### config.mk
export PLATFORM = sky130hd
export DESIGN_NAME = cksw_top
export DESIGN_NICKNAME = d
export VERILOG_FILES = /design/src/verilog/cksw_top.v /design/src/verilog/cksw_sc_reg.v /design/src/verilog/cksw_rid_conv.v
export VERILOG_INCLUDE_DIRS = /design/src /design/src/include
export SDC_FILE = /design/constraint.sdc
export NUM_CORES = 1
export LEC_CHECK = 0
export BUFFER_PORTS_ARGS = -buffer_cell sky130_fd_sc_hd__clkbuf_2
export CAP_MARGIN = 40
export CORE_AREA = 2 2 93 95
export DETAILED_ROUTE_END_ITERATION = 8
export DIE_AREA = 0 0 95 97
export PLACE_DENSITY = 0.67
export SETUP_SLACK_MARGIN = 0.02
export SYNTH_ARGS = -nofsm -noshare
export SYNTH_HDL_FRONTEND = slang
export SYNTH_SLANG_ARGS = --single-unit
### constraint.sdc
create_clock -name clk -period 2.4 [get_ports clk]
set_clock_uncertainty 0.15 [all_clocks]
set_input_delay 0.48 -clock clk [delete_from_list [all_inputs] [get_ports clk]]
set_output_delay 0.48 -clock clk [all_outputs]
set_load 0.03 [all_outputs]
### src/include/cksw_defs.vh
/*
  Constants for the carkit switch and event register bank: register
  indices, field positions, masks, reset values and timing counts.
  Assumes inclusion by bare name from cksw_top and cksw_rid_conv; cksw_sc_reg does not include it.
*/
`ifndef CKSW_DEFS_VH
`define CKSW_DEFS_VH

// ----------------------------------------------------------------
// register indices (byte address is four times the index)
// ----------------------------------------------------------------
`define CKSW_CTRL_WR_IDX 8'h19
`define CKSW_CTRL_SET_IDX 8'h1A
`define CKSW_CTRL_CLR_IDX 8'h1B
`define CKSW_IE_WR_IDX 8'h1D
`define CKSW_IE_SET_IDX 8'h1E
`define CKSW_IE_CLR_IDX 8'h1F
`define CKSW_STAT_IDX 8'h20
`define CKSW_LATCH_IDX 8'h21
`define CKSW_VCONV_IDX 8'h36

// ----------------------------------------------------------------
// switch control fields
// ----------------------------------------------------------------
`define CKSW_CTRL_GND_BIT 1
`define CKSW_CTRL_TXD_BIT 2
`define CKSW_CTRL_RXD_BIT 3
`define CKSW_CTRL_SPKL_BIT 4
`define CKSW_CTRL_SPKR_BIT 5
`define CKSW_CTRL_MIC_BIT 6
`define CKSW_CTRL_D2TRI_BIT 7
`define CKSW_CTRL_MASK 8'hFE
`define CKSW_CTRL_RESET 8'h00

// ----------------------------------------------------------------
// event enable fields
// ----------------------------------------------------------------
`define CKSW_IE_FRISE_BIT 0
`define CKSW_IE_FFALL_BIT 1
`define CKSW_IE_CHG_BIT 2
`define CKSW_IE_RID_BIT 5
`define CKSW_IE_MASK 8'h27
`define CKSW_IE_RESET 8'h00

// ----------------------------------------------------------------
// status, latch and vendor conversion fields
// ----------------------------------------------------------------
`define CKSW_ST_FLOAT_BIT 0
`define CKSW_ST_CHG_BIT 1
`define CKSW_ST_RID_LSB 3
`define CKSW_ST_DONE_BIT 6
`define CKSW_LT_FLOAT_BIT 0
`define CKSW_LT_CHG_BIT 1
`define CKSW_LT_RID_BIT 3
`define CKSW_VC_DONE_BIT 3
`define CKSW_VC_IE_BIT 5
`define CKSW_VC_START_BIT 6

// ----------------------------------------------------------------
// timing
// ----------------------------------------------------------------
`define CKSW_CLK_KHZ 10000
`define CKSW_RID_CONV_US 282
`define CKSW_RID_CONV_CYC (`CKSW_RID_CONV_US * `CKSW_CLK_KHZ / 1000)

`endif

### src/verilog/cksw_top.v
/*
  Carkit switch and event register bank on an AHB-Lite slave port.
  Holds switch control, event enable, status, event latch and a
  vendor conversion register; routes UART data and audio switches.
  Assumes synchronous pin inputs and a single-master AHB-Lite bus.
*/
// The AHB-Lite interface to the registers was left to the implementer.
// Contract
// RL1: link sets tx and rx routing before selecting carkit mode.
// RL2: data line one held high while rx routing is off.
// RL3: control register read at three addresses; write, set, clear.
// RL4: control bit 1 grounds the ID pin while set.
// RL5: control bit 2 routes data line zero onto DM.
// RL6: control bit 3 routes DP onto data line one.
// RL7: control bit 4 closes the DM to left speaker switch.
// RL8: DP to right speaker closed while bit 5 or bit 6 set.
// RL9: bit 7 tristates data line two in carkit mode, else drives zero.
// RL10: in UART use, closed audio switches also carry UART data.
// RL11: link avoids UART routing while audio switches are closed.
// RL12: single-ended receivers disabled while any audio switch set.
// RL13: enable register at three addresses; write, set, clear; resets zero.
// RL14: enable bits 0 and 1 flag ID float rise and fall.
// RL15: enable bit 2 flags every charger comparator change.
// RL16: unimplemented DP enable bits and DP status bit read zero.
// RL17: enable bit 5, ORed with vendor enable, flags conversion done.
// RL18: status bit 0 reports ID pin floating.
// RL19: status bit 1 mirrors charger comparator.
// RL20: status bit 6 sets when fixed-length conversion finishes.
// RL21: done clears only on vendor register read, not status read.
// RL22: enabled events captured in read-clear latch register.
// RL23: set ORs ones in, clear drops ones, read-only bits ignore.
`timescale 1ns/10ps
`include "cksw_defs.vh"
module cksw_top #(
  parameter CONV_CYCLES = `CKSW_RID_CONV_CYC
) (
  // clock and reset
  input wire clk,
  input wire rst_n,
  // ahb-lite slave
  input wire hsel,
  input wire [31:0] haddr,
  input wire [1:0] htrans,
  input wire hwrite,
  input wire [2:0] hsize,
  input wire [31:0] hwdata,
  input wire hready,
  output wire hreadyout,
  output wire hresp,
  output wire [31:0] hrdata,
  // mode and analog status inputs
  input wire accessoryModeSelect,
  input wire identFloatIn,
  input wire chargerDetectIn,
  input wire chargerCurrentSinkEn,
  input wire identPinPullupEn,
  input wire [2:0] resistorIdentIn,
  // uart data paths
  input wire data0In,
  input wire dpLineIn,
  output wire dmTxOut,
  output wire dmTxOe,
  output wire data1Out,
  output wire data1Oe,
  output wire data2Out,
  output wire data2Oe,
  // switch controls
  output wire identPinGroundDrive,
  output wire leftSpeakerSwitch,
  output wire rightSpeakerSwitch,
  output wire uartOnLeftAudio,
  output wire uartOnRightAudio,
  output wire seRxDisable,
  // events
  output wire altIntPulse,
  output wire identFloatValid
);

  // ----------------------------------------------------------------
  // decode helper: {clear, set, write} strobes for a register triple
  // ----------------------------------------------------------------
  function [2:0] scDecode;
    input [7:0] idx;
    input [7:0] base;
    input en;
    begin
      scDecode[0] = en && (idx == base);
      scDecode[1] = en && (idx == base + 8'h01);
      scDecode[2] = en && (idx == base + 8'h02);
    end
  endfunction

  // ----------------------------------------------------------------
  // bus slave state
  // ----------------------------------------------------------------
  reg wrPend_ff;
  reg rdPend_ff;
  reg rdDone_ff;
  reg map_ff;
  reg [7:0] idx_ff;
  reg [31:0] hrdata_ff;
  reg [7:0] rdValue;
  wire addrTake;
  wire mapped;
  wire wrStrobe;
  wire rdStrobe;
  wire [7:0] wdata8;
  wire [2:0] ctrlSc;
  wire [2:0] ieSc;

  assign addrTake = hsel && htrans[1] && hready;
  assign mapped = (haddr[31:10] == 22'h000000) && (haddr[1:0] == 2'h0)
    && (hsize == 3'h2);
  // one wait state on reads so side effects land before data
  assign hreadyout = !(rdPend_ff && !rdDone_ff);
  assign hresp = 1'b0;
  assign hrdata = hrdata_ff;
  assign wdata8 = hwdata[7:0];
  assign wrStrobe = wrPend_ff && map_ff;
  assign rdStrobe = rdPend_ff && !rdDone_ff && map_ff;

  always @(posedge clk or negedge rst_n)
  begin
    if (!rst_n)
    begin
      wrPend_ff <= 1'b0;
      rdPend_ff <= 1'b0;
      rdDone_ff <= 1'b0;
      map_ff <= 1'b0;
      idx_ff <= 8'h00;
    end
    else if (addrTake)
    begin
      wrPend_ff <= hwrite;
      rdPend_ff <= !hwrite;
      rdDone_ff <= 1'b0;
      map_ff <= mapped;
      idx_ff <= haddr[9:2];
    end
    else if (hreadyout)
    begin
      wrPend_ff <= 1'b0;
      rdPend_ff <= 1'b0;
      rdDone_ff <= 1'b0;
    end
    else
      rdDone_ff <= 1'b1;
  end

  // read data taken in the wait cycle of each read
  always @(posedge clk or negedge rst_n)
  begin
    if (!rst_n)
      hrdata_ff <= 32'h00000000;
    else if (rdPend_ff && !rdDone_ff)
      hrdata_ff <= {24'h000000, map_ff ? rdValue : 8'h00};
  end

  // ----------------------------------------------------------------
  // switch control and event enable registers
  // ----------------------------------------------------------------
  wire [7:0] ctrlQ;
  wire [7:0] ieQ;

  assign ctrlSc = scDecode(idx_ff, `CKSW_CTRL_WR_IDX, wrStrobe); // see RL3
  assign ieSc = scDecode(idx_ff, `CKSW_IE_WR_IDX, wrStrobe); // see RL13

  cksw_sc_reg #(
    .WIDTH(8),
    .MASK(`CKSW_CTRL_MASK),
    .RESET(`CKSW_CTRL_RESET)
  ) u_ctrl (
    .clk(clk),
    .rst_n(rst_n),
    .wrEn(ctrlSc[0]),
    .setEn(ctrlSc[1]),
    .clrEn(ctrlSc[2]),
    .wdata(wdata8),
    .q(ctrlQ)
  );

  cksw_sc_reg #(
    .WIDTH(8),
    .MASK(`CKSW_IE_MASK),
    .RESET(`CKSW_IE_RESET)
  ) u_ie (
    .clk(clk),
    .rst_n(rst_n),
    .wrEn(ieSc[0]),
    .setEn(ieSc[1]),
    .clrEn(ieSc[2]),
    .wdata(wdata8),
    .q(ieQ)
  );

  // ----------------------------------------------------------------
  // vendor conversion register
  // ----------------------------------------------------------------
  reg vendIe_ff;
  wire vcWrite;
  wire vcRead;
  wire convStart;
  wire convBusy;
  wire convDone;
  wire [2:0] convResult;

  assign vcWrite = wrStrobe && (idx_ff == `CKSW_VCONV_IDX);
  assign vcRead = rdStrobe && (idx_ff == `CKSW_VCONV_IDX);
  assign convStart = vcWrite && wdata8[`CKSW_VC_START_BIT];

  always @(posedge clk or negedge rst_n)
  begin
    if (!rst_n)
      vendIe_ff <= 1'b0;
    else if (vcWrite)
      vendIe_ff <= wdata8[`CKSW_VC_IE_BIT];
  end

  cksw_rid_conv #(
    .CONV_CYCLES(CONV_CYCLES)
  ) u_rid (
    .clk(clk),
    .rst_n(rst_n),
    .start(convStart),
    .clearDone(vcRead), // see RL21
    .resultIn(resistorIdentIn),
    .busy(convBusy),
    .done(convDone),
    .result(convResult)
  );

  // ----------------------------------------------------------------
  // status and event detection
  // ----------------------------------------------------------------
  reg floatPrev_ff;
  reg chgPrev_ff;
  reg donePrev_ff;
  reg [7:0] latch_ff;
  reg altInt_ff;
  reg [7:0] events;
  wire chgDet;
  wire ridIeEff;
  wire latchRead;
  wire [7:0] statusVal;

  assign chgDet = chargerDetectIn && chargerCurrentSinkEn; // see RL19
  assign ridIeEff = ieQ[`CKSW_IE_RID_BIT] || vendIe_ff; // see RL17
  assign latchRead = rdStrobe && (idx_ff == `CKSW_LATCH_IDX);
  assign identFloatValid = identPinPullupEn; // see RL18

  // dp flag bit 2 and bit 7 stay zero
  assign statusVal = {1'b0, convDone, convResult, 1'b0, chgDet,
    identFloatIn}; // see RL16

  // level inputs compared with last cycle's copy
  always @*
  begin
    events = 8'h00;
    events[`CKSW_LT_FLOAT_BIT] =
      (identFloatIn && !floatPrev_ff && ieQ[`CKSW_IE_FRISE_BIT]) ||
      (!identFloatIn && floatPrev_ff && ieQ[`CKSW_IE_FFALL_BIT]); // see RL14
    events[`CKSW_LT_CHG_BIT] =
      (chgDet != chgPrev_ff) && ieQ[`CKSW_IE_CHG_BIT]; // see RL15
    events[`CKSW_LT_RID_BIT] =
      convDone && !donePrev_ff && ridIeEff; // see RL17
  end

  always @(posedge clk or negedge rst_n)
  begin
    if (!rst_n)
    begin
      floatPrev_ff <= 1'b0;
      chgPrev_ff <= 1'b0;
      donePrev_ff <= 1'b0;
      latch_ff <= 8'h00;
      altInt_ff <= 1'b0;
    end
    else
    begin
      floatPrev_ff <= identFloatIn;
      chgPrev_ff <= chgDet;
      donePrev_ff <= convDone;
      // new event wins over the clearing read
      latch_ff <= (latchRead ? 8'h00 : latch_ff) | events; // see RL22
      altInt_ff <= |events;
    end
  end

  assign altIntPulse = altInt_ff;

  // ----------------------------------------------------------------
  // read mux
  // ----------------------------------------------------------------
  always @*
  begin
    case (idx_ff)
      `CKSW_CTRL_WR_IDX, `CKSW_CTRL_SET_IDX, `CKSW_CTRL_CLR_IDX:
        rdValue = ctrlQ & `CKSW_CTRL_MASK; // see RL3
      `CKSW_IE_WR_IDX, `CKSW_IE_SET_IDX, `CKSW_IE_CLR_IDX:
        rdValue = ieQ & `CKSW_IE_MASK; // see RL16
      `CKSW_STAT_IDX:
        rdValue = statusVal;
      `CKSW_LATCH_IDX:
        rdValue = latch_ff;
      `CKSW_VCONV_IDX:
        rdValue = {1'b0, convBusy, vendIe_ff, 1'b0, convDone, convResult};
      default:
        rdValue = 8'h00;
    endcase
  end

  // ----------------------------------------------------------------
  // switches and uart routing
  // ----------------------------------------------------------------
  wire txRoute;
  wire rxRoute;
  wire leftSw;
  wire rightSw;

  // switch outputs are pure decodes of control flops and the mode input
  assign txRoute = ctrlQ[`CKSW_CTRL_TXD_BIT];
  assign rxRoute = ctrlQ[`CKSW_CTRL_RXD_BIT];
  assign leftSw = ctrlQ[`CKSW_CTRL_SPKL_BIT];
  assign rightSw = ctrlQ[`CKSW_CTRL_SPKR_BIT]
    || ctrlQ[`CKSW_CTRL_MIC_BIT]; // see RL8

  assign identPinGroundDrive = ctrlQ[`CKSW_CTRL_GND_BIT]; // see RL4
  assign dmTxOut = data0In;
  assign dmTxOe = accessoryModeSelect && txRoute; // see RL5
  assign data1Out = rxRoute ? dpLineIn : 1'b1; // see RL2
  assign data1Oe = accessoryModeSelect; // see RL6
  assign data2Out = 1'b0;
  assign data2Oe = !(accessoryModeSelect
    && ctrlQ[`CKSW_CTRL_D2TRI_BIT]); // see RL9
  assign leftSpeakerSwitch = leftSw; // see RL7
  assign rightSpeakerSwitch = rightSw; // see RL8
  assign uartOnLeftAudio = accessoryModeSelect && txRoute
    && leftSw; // see RL10
  assign uartOnRightAudio = accessoryModeSelect && rxRoute
    && rightSw; // see RL10
  assign seRxDisable = leftSw || rightSw; // see RL12

endmodule

### src/verilog/cksw_sc_reg.v
/*
  Byte register with direct write, bit-set and bit-clear strobes.
  Assumes at most one strobe per cycle from the bus decode.
*/
`timescale 1ns/10ps
module cksw_sc_reg #(
  parameter WIDTH = 8,
  parameter [7:0] MASK = 8'hFF,
  parameter [7:0] RESET = 8'h00
) (
  // clock and reset
  input wire clk,
  input wire rst_n,
  // strobes and data
  input wire wrEn,
  input wire setEn,
  input wire clrEn,
  input wire [WIDTH-1:0] wdata,
  // register value
  output wire [WIDTH-1:0] q
);

  reg [WIDTH-1:0] val_ff;
  reg [WIDTH-1:0] nxt_val;

  // ----------------------------------------------------------------
  // write, set, clear
  // ----------------------------------------------------------------
  always @*
  begin
    nxt_val = val_ff;
    if (wrEn)
      nxt_val = wdata;
    else if (setEn)
      nxt_val = val_ff | wdata; // see RL23
    else if (clrEn)
      nxt_val = val_ff & ~wdata; // see RL23
  end

  always @(posedge clk or negedge rst_n)
  begin
    if (!rst_n)
      val_ff <= RESET[WIDTH-1:0];
    else
      val_ff <= nxt_val & MASK[WIDTH-1:0]; // see RL23
  end

  assign q = val_ff;

endmodule

### src/verilog/cksw_rid_conv.v
/*
  Resistor-ID conversion timer: a start pulse runs a fixed interval,
  then the result input is captured and the done flag is set.
  Assumes the analog result is stable when the interval ends.
*/
`timescale 1ns/10ps
`include "cksw_defs.vh"
module cksw_rid_conv #(
  parameter CONV_CYCLES = `CKSW_RID_CONV_CYC
) (
  // clock and reset
  input wire clk,
  input wire rst_n,
  // control
  input wire start,
  input wire clearDone,
  input wire [2:0] resultIn,
  // state
  output wire busy,
  output wire done,
  output wire [2:0] result
);

  reg [11:0] count_ff;
  reg busy_ff;
  reg done_ff;
  reg [2:0] result_ff;
  wire finish;

  assign finish = busy_ff && (count_ff == 12'h001);

  // ----------------------------------------------------------------
  // interval counter
  // ----------------------------------------------------------------
  always @(posedge clk or negedge rst_n)
  begin
    if (!rst_n)
    begin
      count_ff <= 12'h000;
      busy_ff <= 1'b0;
      result_ff <= 3'h0;
    end
    else if (start && !busy_ff)
    begin
      count_ff <= CONV_CYCLES[11:0]; // see RL20
      busy_ff <= 1'b1;
    end
    else if (finish)
    begin
      busy_ff <= 1'b0;
      count_ff <= 12'h000;
      result_ff <= resultIn;
    end
    else if (busy_ff)
      count_ff <= count_ff - 12'h001;
  end

  // ----------------------------------------------------------------
  // done flag: finishing wins over a clearing read
  // ----------------------------------------------------------------
  always @(posedge clk or negedge rst_n)
  begin
    if (!rst_n)
      done_ff <= 1'b0;
    else if (finish)
      done_ff <= 1'b1; // see RL20
    else if (clearDone)
      done_ff <= 1'b0; // see RL21
  end

  assign busy = busy_ff;
  assign done = done_ff;
  assign result = result_ff;

endmodule

==> impl_metrics.py <==
metrics = {
    "logic_synthesis": {
        "syn_inst": 324,
        "synth_edf_count": 0,
        "ys_warn_count": 0,
        "async_flop_share_pct": 100,
        "avgSynthCellArea_um2": 9.86,
        "synthFlopType": "dfrtp_1",
        "syn-cell-area_um2": 3200,
        "ys_ff_latch": 56,
        "synthDistinctLibCells": 64,
        "yosysSeqAreaShare_pct": 43.9,
    },
    "timing": {
        "finalCritPeriodShare_pct": 92.8,
        "tightest_slew_ns": 0.703,
        "finalCriticalPeriod_ns": 2.23,
        "slew_headroom_pct": 53.1,
        "hold_viol": 0,
        "rsz0062_at_grt": "true",
        "fmax_mhz": 449,
        "setup_tns_ns": 0,
        "setup_viol": 0,
        "slew_viol_final": 0,
        "hold_ws_ns": 0.146,
    },
    "critical_path": {
        "r2r_end": "u_rid.count_ff[10]",
        "reg2reg_depth": 6,
        "r2r-start": "u_rid.count_ff[1]",
        "critPathKind": "register to register",
        "reg2reg_setup_slack_ns": 0.17,
        "cp.arrival_ns": 2.26,
        "startpoint_type": "register",
        "cp-startpoint": "u_rid.count_ff[1]",
        "crit_required_ns": 2.43,
        "end_kind": "register",
        "crit_end": "u_rid.count_ff[10]",
        "cp_max_fo": 11,
    },
    "clock_tree": {
        "cts_resized": 0,
        "cts_buffers": 5,
        "clkSinkCount": 56,
        "cts_tree": "yes",
        "cts_root_buffer": "clkbuf_8",
        "clock_path_buffers": 2,
        "cts_setup_buffers": 0,
        "hold_buffers": 0,
        "htreeDepth": 2,
        "clock_latency_ns": 0.31,
        "clk_pin_slew_worst_paths_ns": 0.10,
    },
    "cells_and_area": {
        "final_util_pct": 45.2,
        "syn_to_final_growth_pct": 15.1,
        "fill_cells": 803,
        "antennaDiodeCount": 0,
        "final_nets": 484,
        "seqCellArea_um2": 1400,
        "final_common_cell": "clkbuf_2",
        "stdcell_area_um2": 3680,
        "layout_common_cells": "clkbuf_2, dfrtp_1, conb_1, o21ai_0",
        "drive_gt1_share_pct": 30.3,
        "multi_input_area_um2": 1560,
    },
    "drt": {
        "finalWirelength_mm": 7.35,
        "firstDrtPassIters": 5,
        "drt_iter0_markers": 185,
        "wl_per_cell_um": 14.6,
        "drc": 0,
        "drt-vias-per-instance": 5.36,
        "ant_nets": 0,
        "via_count": 2701,
    },
    "grt": {
        "gr-total-overflow": 0,
        "grt_max_degree": 57,
        "antenna_found_initial": 0,
        "grt_pass1_wl_mm": 12.0,
        "grt_pass1_vias": 2519,
        "grt_usage_pct": 16.2,
    },
    "placed_design": {
        "port_buffers": 76,
        "hpwl_mm": 5.74,
        "gp_congestion": 0.850,
        "post_dp_cell_area_um2": 3570,
    },
    "run_status": {
        "outcome": "finished clean",
    },
    "power": {
        "powerDensity_nw_per_um2": 602,
        "p_leak_nw": 1.69,
        "ir_drop_uv": 281,
    },
    "floorplan": {
        "die_y_um": 97,
        "die_w_um": 95,
        "ios": 132,
        "fp.coreArea_um2": 8130,
        "rows": 33,
        "die_area_um2": 9220,
        "start_util_pct": 39.3,
    },
    "job": {
        "maxCapViolations": 0,
    },
    "worst_hold_path": {
        "hold_path_class": "input pin to async pin",
    },
}
## cell type report
cell class | count | area share [%]
Tap cell | 105 | 3.57
Inverter | 14 | 1.43
Multi-Input combinational cell | 239 | 42.3
Timing Repair Buffer | 82 | 11.6
Clock buffer | 5 | 1.87
Sequential cell | 56 | 38.1
Clock inverter | 3 | 1.16
## layer usage
metal,global-route usage (%),up-vias,wire (um)
li1,-,1282,-
met1,22.7,1297,3290
met2,26.2,116,3490
met3,2.65,6,511
met4,3.90,0,67
met5,0,-,0
## power breakdown
part / leakage [nW] / switching (mW) / internal [mW] / total (mW)
Combinational: 0.948 / 0.334 / 0.174 / 0.509
Clock: 0.0541 / 0.309 / 0.309 / 0.619
Sequential: 0.688 / 0.0712 / 1.01 / 1.09
Total: 1.69 / 0.715 / 1.50 / 2.21
## kinds of logic after synthesis
kind of cell,count (synthesis),share of synthesized area [%]
compound gates,80,17.7
flops,56,43.9
other cells,1,0.117
xor+xnor,3,0.822
buf+inv,54,10.4
simple gates,110,20.1
fa+ha+maj,2,0.783
mux,18,6.23
## through the flow
step,power [mW],worst slack (ns),instances
2_1_floorplan,1.48,0.339,349
3_3_place_gp,1.61,0.227,496
3_5_place_dp,1.62,0.211,496
4_1_cts,2.23,0.200,504
5_1_grt,2.33,0.0147,504
6_report,2.21,0.173,504
## worst max-delay path: stages, from the launching register on
cell and delay, ns:
dfrtp_1 0.42, inv_1 0.11, ha_1 0.15, or3b_2 0.48, o41a_1 0.48, a41oi_1 0.26, a31oi_1 0.06
## synth_stat cells, drive strengths merged (3+ instances only)
master | count | area [um2]
a211oi | 3 | 22.5
a21oi | 9 | 45.0
a22o | 10 | 87.6
a31oi | 5 | 31.3
and2 | 5 | 31.3
and3 | 3 | 18.8
buf | 35 | 262
clkbuf | 5 | 18.8
dfrtp | 56 | 1400
inv | 14 | 52.6
mux2 | 15 | 169
mux2i | 3 | 30.0
nand2 | 20 | 75.1
nand3 | 10 | 50.1
nand4 | 4 | 25.0
nor2 | 20 | 75.1
nor3 | 15 | 85.1
nor4 | 10 | 98.8
o21ai | 27 | 139
o2bb2ai | 4 | 35.0
o31ai | 3 | 36.3
or3 | 4 | 26.3
xnor2 | 3 | 26.3
## worst min-delay path by stage
stage	to	slack, ns	cells after the start
2_1_floorplan	async pin	0.03	0
3_3_place_gp	donePrev_ff	0.31	0
3_5_place_dp	donePrev_ff	0.32	0
4_1_cts	map_ff	0.17	2
5_1_grt	floatPrev_ff	0.15	1
6_report	async pin	0.15	2
Note: power is estimated with default switching activity, not from simulation.
